<file path="src/design/sto_seq_map.svh">
`ifndef STO_SEQ_MAP_SVH
`define STO_SEQ_MAP_SVH
// register offsets (byte addresses)
`define STO_REG_CTRL     8'h00
`define STO_REG_STATUS   8'h04
`define STO_REG_IRQ_STAT 8'h08
`define STO_REG_IRQ_MASK 8'h0C
`define STO_REG_LIMIT    8'h10
`define STO_REG_PERIOD   8'h14
`define STO_REG_FAULT    8'h18
// ctrl fields
`define STO_CTRL_EN_BIT    0
`define STO_CTRL_FCLR_BIT  1
// status fields
`define STO_ST_ACTIVE_BIT  0
`define STO_ST_INHIB_BIT   1
`define STO_ST_READY_BIT   2
`define STO_ST_RUN_BIT     3
`define STO_ST_FAULT_BIT   4
`define STO_ST_SAFEOK_BIT  5
// interrupt event bits
`define STO_EV_SELECT   0
`define STO_EV_DESELECT 1
`define STO_EV_FAULT    2
`define STO_EV_WIDTH    3
// reset values
`define STO_LIMIT_RST  16'h7FFF
`define STO_PERIOD_RST 16'h0028
// fault codes
`define STO_FLT_MISMATCH 2'h1
`define STO_FLT_LIMIT    2'h2
`endif

</file>
<file path="src/design/sto_seq_pkg.sv">
package sto_seq_pkg;
  typedef enum logic [2:0] {
    STO_RUN_OFF   = 3'b000,
    STO_RUNNING   = 3'b001,
    STO_CUTOFF    = 3'b010,
    STO_INHIBITED = 3'b011,
    STO_READY     = 3'b100,
    STO_STOPPING  = 3'b101
  } sto_state_e;
endpackage

</file>
<file path="src/design/sto_sync.sv">
`timescale 1ns/1ps
module sto_sync #(
  parameter int WIDTH = 2
) (
  input  wire logic             clk,
  input  wire logic             rst_n,
  input  wire logic [WIDTH-1:0] asyncIn,
  output logic      [WIDTH-1:0] syncOut
);
  logic [WIDTH-1:0] meta_q;

  initial begin
    if (WIDTH < 1) $error("sto_sync: WIDTH must be at least 1");
  end

  // first stage read only by the second
  always_ff @(posedge clk or negedge rst_n) begin
    if (!rst_n) begin
      meta_q  <= '0;
      syncOut <= '0;
    end else begin
      meta_q  <= asyncIn;
      syncOut <= meta_q;
    end
  end
endmodule

</file>
<file path="src/design/sto_seq.sv">
// Functional notes
// - cutoff selection acts only when enabled in function selection; else ignored.
// - on selection, raise cutoff-active status readable by the controller.
// - on selection, drop the power stage enable while selection persists.
// - on selection, enter switch-on inhibit; no auto restart despite run command.
// - detect deselection, leave cutoff, keep inhibit until run command re-armed.
// - run command falling 1 to 0 after deselection clears inhibit; ready.
// - run command rising 0 to 1 when ready re-enables power stage.
// - periodically cross-compare redundant channels and check limit value.
// - detected fault raises safety fault message, then a stop reaction.
// - no safety settings in loaded configuration means functions come up disabled.
`timescale 1ns/1ps
`include "sto_seq_map.svh"
module sto_seq
  import sto_seq_pkg::*;
#(
  parameter int CHAN_W = 16,
  parameter int ADDR_W = 8
) (
  input  wire logic              clk,
  input  wire logic              rst_n,
  input  wire logic              cutoffSelect,
  input  wire logic              runCommand,
  input  wire logic              cfgLoaded,
  input  wire logic              cfgHasSafety,
  input  wire logic [CHAN_W-1:0] chanA,
  input  wire logic [CHAN_W-1:0] chanB,
  input  wire logic [ADDR_W-1:0] regAddr,
  input  wire logic [31:0]       regWdata,
  input  wire logic              regWrite,
  input  wire logic              regRead,
  output logic      [31:0]       regRdata,
  output logic                   powerEnable,
  output logic                   cutoffActive,
  output logic                   switchOnInhibit,
  output logic                   safetyFault,
  output logic                   stopRequest,
  output logic                   irq
);
  initial begin
    if (CHAN_W < 1 || CHAN_W > 16) $error("sto_seq: CHAN_W must be 1..16");
    if (ADDR_W < 5) $error("sto_seq: ADDR_W must be at least 5");
  end

  // synchronised inputs
  logic [1:0] syncIn;
  logic       selSync;
  logic       runSync;
  logic       selPrev_q;
  logic       runPrev_q;

  sto_sync #(
    .WIDTH (2)
  ) u_sync (
    .clk     (clk),
    .rst_n   (rst_n),
    .asyncIn ({cutoffSelect, runCommand}),
    .syncOut (syncIn)
  );

  assign selSync = syncIn[1];
  assign runSync = syncIn[0];

  always_ff @(posedge clk or negedge rst_n) begin
    if (!rst_n) begin
      selPrev_q <= 1'b0;
      runPrev_q <= 1'b0;
    end else begin
      selPrev_q <= selSync;
      runPrev_q <= runSync;
    end
  end

  wire runFall = runPrev_q & ~runSync;
  wire runRise = ~runPrev_q & runSync;

  // configuration: safety settings latched when the configuration is loaded
  logic safeCfgOk_q;
  logic enable_q;
  always_ff @(posedge clk or negedge rst_n) begin
    if (!rst_n) begin
      safeCfgOk_q <= 1'b0;
    end else if (cfgLoaded) begin
      safeCfgOk_q <= cfgHasSafety;
    end
  end

  // register decode
  wire wrCtrl  = regWrite && (regAddr == ADDR_W'(`STO_REG_CTRL));
  wire wrIStat = regWrite && (regAddr == ADDR_W'(`STO_REG_IRQ_STAT));
  wire wrIMask = regWrite && (regAddr == ADDR_W'(`STO_REG_IRQ_MASK));
  wire wrLimit = regWrite && (regAddr == ADDR_W'(`STO_REG_LIMIT));
  wire wrPer   = regWrite && (regAddr == ADDR_W'(`STO_REG_PERIOD));
  wire faultClr = wrCtrl && regWdata[`STO_CTRL_FCLR_BIT];

  always_ff @(posedge clk or negedge rst_n) begin
    if (!rst_n) begin
      enable_q <= 1'b0;
    end else if (wrCtrl) begin
      enable_q <= regWdata[`STO_CTRL_EN_BIT];
    end
  end

  // without loaded safety settings the function stays off regardless of software
  wire cutoffEn = enable_q & safeCfgOk_q;
  wire selEff   = selSync & cutoffEn;
  wire selRise  = selEff & ~(selPrev_q & cutoffEn);

  // cross-comparison of monitoring channels
  logic [15:0]       limit_q;
  logic [15:0]       period_q;
  logic [15:0]       tick_q;
  logic [CHAN_W-1:0] cmpA_q;
  logic [CHAN_W-1:0] cmpB_q;
  logic [1:0]        faultCode_q;
  logic              fault_q;

  always_ff @(posedge clk or negedge rst_n) begin
    if (!rst_n) begin
      limit_q  <= `STO_LIMIT_RST;
      period_q <= `STO_PERIOD_RST;
    end else begin
      if (wrLimit) limit_q <= regWdata[15:0];
      if (wrPer) period_q <= regWdata[15:0];
    end
  end

  wire tickDone = (tick_q == 16'h0000);
  always_ff @(posedge clk or negedge rst_n) begin
    if (!rst_n) begin
      tick_q <= `STO_PERIOD_RST;
      cmpA_q <= '0;
      cmpB_q <= '0;
    end else if (tickDone) begin
      tick_q <= period_q;
      cmpA_q <= chanA;
      cmpB_q <= chanB;
    end else begin
      tick_q <= tick_q - 16'h0001;
    end
  end

  // compare one cycle after sampling so both channels are taken in the same edge
  logic cmpPend_q;
  always_ff @(posedge clk or negedge rst_n) begin
    if (!rst_n) cmpPend_q <= 1'b0;
    else cmpPend_q <= tickDone;
  end

  wire mismatch  = cmpPend_q && (cmpA_q != cmpB_q);
  wire overLimit = cmpPend_q && (16'(cmpA_q) > limit_q);
  wire faultDet  = cutoffEn && (mismatch || overLimit);
  wire [1:0] faultCodeD = mismatch ? `STO_FLT_MISMATCH : `STO_FLT_LIMIT;

  // fault stays until software clears it; a new detection wins over the clear
  always_ff @(posedge clk or negedge rst_n) begin
    if (!rst_n) begin
      fault_q     <= 1'b0;
      faultCode_q <= 2'h0;
    end else if (faultDet) begin
      fault_q     <= 1'b1;
      faultCode_q <= faultCodeD;
    end else if (faultClr) begin
      fault_q     <= 1'b0;
      faultCode_q <= 2'h0;
    end
  end

  // sequencer
  sto_state_e state_q;
  sto_state_e state_d;

  always_comb begin
    state_d = state_q;
    unique case (state_q)
      STO_RUN_OFF: begin
        if (selEff) state_d = STO_CUTOFF;
        else if (fault_q) state_d = STO_STOPPING;
        else if (runRise) state_d = STO_RUNNING;
      end
      STO_RUNNING: begin
        if (selEff) state_d = STO_CUTOFF;
        else if (fault_q) state_d = STO_STOPPING;
        else if (runFall) state_d = STO_RUN_OFF;
      end
      STO_CUTOFF: begin
        if (!selEff) state_d = STO_INHIBITED;
      end
      STO_INHIBITED: begin
        if (selEff) state_d = STO_CUTOFF;
        else if (runFall || !runSync) state_d = STO_READY;
      end
      STO_READY: begin
        if (selEff) state_d = STO_CUTOFF;
        else if (fault_q) state_d = STO_STOPPING;
        else if (runRise) state_d = STO_RUNNING;
      end
      STO_STOPPING: begin
        if (selEff) state_d = STO_CUTOFF;
        else if (!fault_q && !runSync) state_d = STO_RUN_OFF;
      end
      default: state_d = STO_CUTOFF;
    endcase
  end

  always_ff @(posedge clk or negedge rst_n) begin
    if (!rst_n) state_q <= STO_RUN_OFF;
    else state_q <= state_d;
  end

  // outputs from flops, computed from the next state except safetyFault, which is taken from fault_q
  wire cutoffD  = (state_d == STO_CUTOFF);
  wire inhibitD = (state_d == STO_CUTOFF) || (state_d == STO_INHIBITED);
  wire powerD   = (state_d == STO_RUNNING) && !selEff;

  always_ff @(posedge clk or negedge rst_n) begin
    if (!rst_n) begin
      powerEnable     <= 1'b0;
      cutoffActive    <= 1'b0;
      switchOnInhibit <= 1'b0;
      safetyFault     <= 1'b0;
      stopRequest     <= 1'b0;
    end else begin
      powerEnable     <= powerD;
      cutoffActive    <= cutoffD;
      switchOnInhibit <= inhibitD;
      safetyFault     <= fault_q;
      stopRequest     <= (state_d == STO_STOPPING);
    end
  end

  // interrupts: sticky status, write one to clear, set wins
  logic [`STO_EV_WIDTH-1:0] irqStat_q;
  logic [`STO_EV_WIDTH-1:0] irqMask_q;
  logic [`STO_EV_WIDTH-1:0] evSet;
  logic [`STO_EV_WIDTH-1:0] evClr;

  assign evSet[`STO_EV_SELECT]   = selRise;
  assign evSet[`STO_EV_DESELECT] = (state_q == STO_CUTOFF) && (state_d == STO_INHIBITED);
  assign evSet[`STO_EV_FAULT]    = faultDet & ~fault_q;
  assign evClr = wrIStat ? regWdata[`STO_EV_WIDTH-1:0] : '0;

  always_ff @(posedge clk or negedge rst_n) begin
    if (!rst_n) begin
      irqStat_q <= '0;
      irqMask_q <= '0;
      irq       <= 1'b0;
    end else begin
      irqStat_q <= (irqStat_q & ~evClr) | evSet;
      if (wrIMask) irqMask_q <= regWdata[`STO_EV_WIDTH-1:0];
      irq <= |(((irqStat_q & ~evClr) | evSet) & (wrIMask ? regWdata[`STO_EV_WIDTH-1:0] : irqMask_q));
    end
  end

  // read path
  logic [31:0] statusWord;
  always_comb begin
    statusWord = 32'h0000_0000;
    statusWord[`STO_ST_ACTIVE_BIT] = cutoffActive;
    statusWord[`STO_ST_INHIB_BIT]  = switchOnInhibit;
    statusWord[`STO_ST_READY_BIT]  = (state_q == STO_READY);
    statusWord[`STO_ST_RUN_BIT]    = powerEnable;
    statusWord[`STO_ST_FAULT_BIT]  = fault_q;
    statusWord[`STO_ST_SAFEOK_BIT] = safeCfgOk_q;
  end

  logic [31:0] rdMux;
  always_comb begin
    rdMux = 32'h0000_0000;
    unique case (regAddr)
      ADDR_W'(`STO_REG_CTRL):     rdMux = {31'h0, enable_q};
      ADDR_W'(`STO_REG_STATUS):   rdMux = statusWord;
      ADDR_W'(`STO_REG_IRQ_STAT): rdMux = {29'h0, irqStat_q};
      ADDR_W'(`STO_REG_IRQ_MASK): rdMux = {29'h0, irqMask_q};
      ADDR_W'(`STO_REG_LIMIT):    rdMux = {16'h0, limit_q};
      ADDR_W'(`STO_REG_PERIOD):   rdMux = {16'h0, period_q};
      ADDR_W'(`STO_REG_FAULT):    rdMux = {30'h0, faultCode_q};
      default:                    rdMux = 32'h0000_0000;
    endcase
  end

  always_ff @(posedge clk or negedge rst_n) begin
    if (!rst_n) regRdata <= 32'h0000_0000;
    else if (regRead) regRdata <= rdMux;
    else regRdata <= 32'h0000_0000;
  end
endmodule

</file>
<file path="config.mk">
export PLATFORM = sky130hd
export DESIGN_NAME = sto_seq
export DESIGN_NICKNAME = d
export VERILOG_FILES = /design/src/design/sto_seq_pkg.sv /design/src/design/sto_sync.sv /design/src/design/sto_seq.sv
export VERILOG_INCLUDE_DIRS = /design/src /design/src/design
export SDC_FILE = /design/constraint.sdc
export NUM_CORES = 1
export LEC_CHECK = 0
export BUFFER_PORTS_ARGS = -buffer_cell sky130_fd_sc_hd__buf_2
export CELL_PAD_IN_SITES_DETAIL_PLACEMENT = 1
export CELL_PAD_IN_SITES_GLOBAL_PLACEMENT = 1
export CORE_MARGIN = 2
export CORE_UTILIZATION = 30
export DETAILED_ROUTE_END_ITERATION = 6
export GPL_TIMING_DRIVEN = 0
export PLACE_DENSITY_LB_ADDON = 0.1
export SYNTH_ARGS = -nofsm -noshare
export SYNTH_HDL_FRONTEND = slang
export SYNTH_SLANG_ARGS = --single-unit
</file>
<file path="constraint.sdc">
create_clock -name clk -period 3.3 [get_ports clk]
set_input_delay 0.495 -clock clk [delete_from_list [all_inputs] [get_ports clk]]
set_output_delay 0.495 -clock clk [all_outputs]
set_load 0.02 [all_outputs]
</file>
==> impl_metrics.ini <==
[pwr]
power_density_nw_per_um2 = 696
p_leak_nw = 3.39
ir_drop_v = 0.000354

[synth]
synth_top_area_frac = 0.448
ys.flop_type = dfrtp_1
synth_edf_count = 0
yosys_warnings = 0
avgSynthCellArea_um2 = 12.1
yosysUniqueCellTypes = 54
synth_area_um2 = 5810
synth.area.top_cells = dfrtp_1 (45%), dfstp_2 (8.6%), mux2_2 (8.5%)
synth.top_cells.by_count = dfrtp_1 (104), nor2_1 (47), mux2_2 (44), mux2_4 (27), nand2_1 (24)
synth-seq-cells = 123
synth_top_area_cell = dfrtp_1
ys_seq_area_frac = 0.534
synth_most_common_cell = dfrtp_1
syn_inst = 480
async_flop_share = 1.00

[clock_network]
cts_resized = 0
hold_buffers = 0
tritoncts = built
cts_root_buffer = clkbuf_16
cts_buffers = 17
h-tree-depth = 4
clk_pin_slew_worst_paths_ns = 0.06
cts_setup_buffers = 0
clk_path_buf_depth = 2
insertion_delay_ns = 0.43
cts.sink_count = 123

[timing]
finalSetupViolCount = 0
finalHoldWorstSlack_ns = 0.0142
maxSlewHeadroom = 0.423
tightest_slew_ns = 0.864
finalCriticalPeriod_ns = 2.76
skew_ns = 0.00799
fin_crit_sh = 0.837
setup_ws_ns = 0.539
finalHoldViolations = 0
fmax_mhz = 362
grt_setup_unrepaired = no
drv_slew = 0

[critical_path]
worstPathRequired_ns = 3.65
cp.arrival_ns = 3.11
reg2regPathDepth = 8
worstSetupEndpointType = register
start_kind = input pin
ff2ff_setup_slack_ns = 0.59
critPathKind = in -> reg
reg2reg_to = irq$_DFF_PN0_
r2r_start = limit_q[14]$_DFFE_PN1P_
critPathMaxFanout = 10

[floorplanning]
die_area_um2 = 20500
rows = 50
die-width_um = 143
initial_core_util = 0.308
ioPinCount = 118
die_h_um = 143
core-area_um2 = 18800

[global_route]
grt_antenna_before_repair = 0
grt-ovfl-total = 0
grt_pass1_wl_um = 24000
grt_pass1_vias = 4364
grt_start_max_net_pins = 75
groute.usage.overall = 0.157

[detailed_routing]
wl_um = 14800
num_vias = 4010
avgViaCountPerCell = 4.60
wl_per_cell_um = 17.0
drc = 0
drtPass1Iterations = 4
drtIter0Drc = 154
ant_nets = 0

[status]
status = completed

[finish]
diodes = 0
drive_gt1_frac = 0.376
finalNonFillerCells = 871
nets = 695
area_growth_pct = 24.7

[placement]
routabilityCongestion = 0.860
portBuffers = 83
dp.final_hpwl_um = 11100
dp_slack_ns = 0.150
dp.cells = 839

[min_path]
min_path_type = in -> async

[job]
maxCapViolCount = 0
## how the worst max path moves through the flow
stage	startpoint	end	slack (ns)
2_1_floorplan	tick_q[6]$_DFF_PN0_	cmpA_q[0]$_DFFE_PN0P_	0.94
3_3_place_gp	rst_n	cmpB_q[10]$_DFFE_PN0P_	-0.03
3_5_place_dp	regAddr[1]	limit_q[12]$_DFFE_PN1P_	0.15
4_1_cts	limit_q[14]$_DFFE_PN1P_	irq$_DFF_PN0_	0.53
5_1_grt	regAddr[1]	limit_q[10]$_DFFE_PN1P_	0.31
6_report	regAddr[1]	limit_q[12]$_DFFE_PN1P_	0.54
## cells by family after synthesis
kind of cell             Yosys count  synth area share
buffers and inverters             53            0.0498
multiplexers                      73             0.159
AND/OR/NAND/NOR                  124             0.106
AO/OA/AOI/OAI                     62            0.0733
other                              1          0.000646
XOR/XNOR                          27            0.0407
flip-flops                       123             0.534
adder cells (fa/ha/maj)           17            0.0366
## worst max-delay path, cell delays in order
cell      delay [ns]
buf_2           0.11
nor3_2          0.49
nor3b_1         0.77
nand2_1         0.42
clkbuf_1        0.43
mux2_2          0.38
## where the power goes
group	internal (mW)	total, mW	switching [mW]	leakage, nW
clock	1.19	1.92	0.723	0.284
combinational	0.568	1.01	0.440	1.61
sequential	1.82	2.12	0.297	1.50
total	3.58	5.04	1.46	3.39
## metrics by stage
step / utilization / power (mW) / area [um^2] / setup TNS, ns
after floorplan: - / 2.83 / 5860 / 0
after global placement: 0.351 / 3.11 / 6600 / -1.44
after detailed placement: 0.352 / 3.17 / 6640 / 0
after CTS: 0.384 / 5.12 / 7240 / 0
after global routing: 0.384 / 5.35 / 7240 / 0
final: 0.384 / 5.04 / 7240 / 0
## sequential cells by signal, indices dropped and copies added, names as in the netlist, 2 cells and up
register / flops
u_sync.syncOut: 2
u_sync.meta_q: 2
state_q: 3
cmpB_q: 16
limit_q: 16
cmpA_q: 16
tick_q: 16
faultCode_q: 2
irqStat_q: 3
regRdata: 16
period_q: 16
irqMask_q: 3
## cell type report
type | count | area (um^2)
fill | 2058 | 11600
sequential | 123 | 3100
multi-input combinational | 319 | 2470
timing repair buffer | 84 | 449
clock buffer | 19 | 433
tap | 260 | 325
buffer | 30 | 203
clock inverter | 13 | 170
inverter | 23 | 86.3
## cells in the final DEF, fill, tap and decap left out, types with 3 or more instances in the layout
cell type,instances
ha_1,17
bufinv_16,3
nand2_1,24
nand4_1,12
conb_1,16
nor3_1,5
mux2_2,44
xnor2_1,22
nor4_1,4
and2_1,5
nor2_1,47
clkinvlp_4,3
a21boi_0,3
a31oi_1,4
clkinv_4,5
a222oi_1,3
mux2_4,27
xor2_1,5
a22oi_1,11
buf_4,16
buf_2,82
dfstp_2,19
clkbuf_1,12
nor2b_1,6
buf_6,5
o21ai_0,7
clkbuf_16,17
nand3_1,8
inv_1,23
a21oi_1,17
dfrtp_1,104
## layer usage
| layer | global-route usage | up-vias | wire, um |
|---|---|---|---|
| li1 | - | 1903 | - |
| met1 | 0.214 | 2003 | 7090 |
| met2 | 0.242 | 83 | 6830 |
| met3 | 0.0429 | 21 | 651 |
| met4 | 0.0511 | 0 | 214 |
| met5 | 0 | - | 0 |
Power figures use the tool's default switching activity.
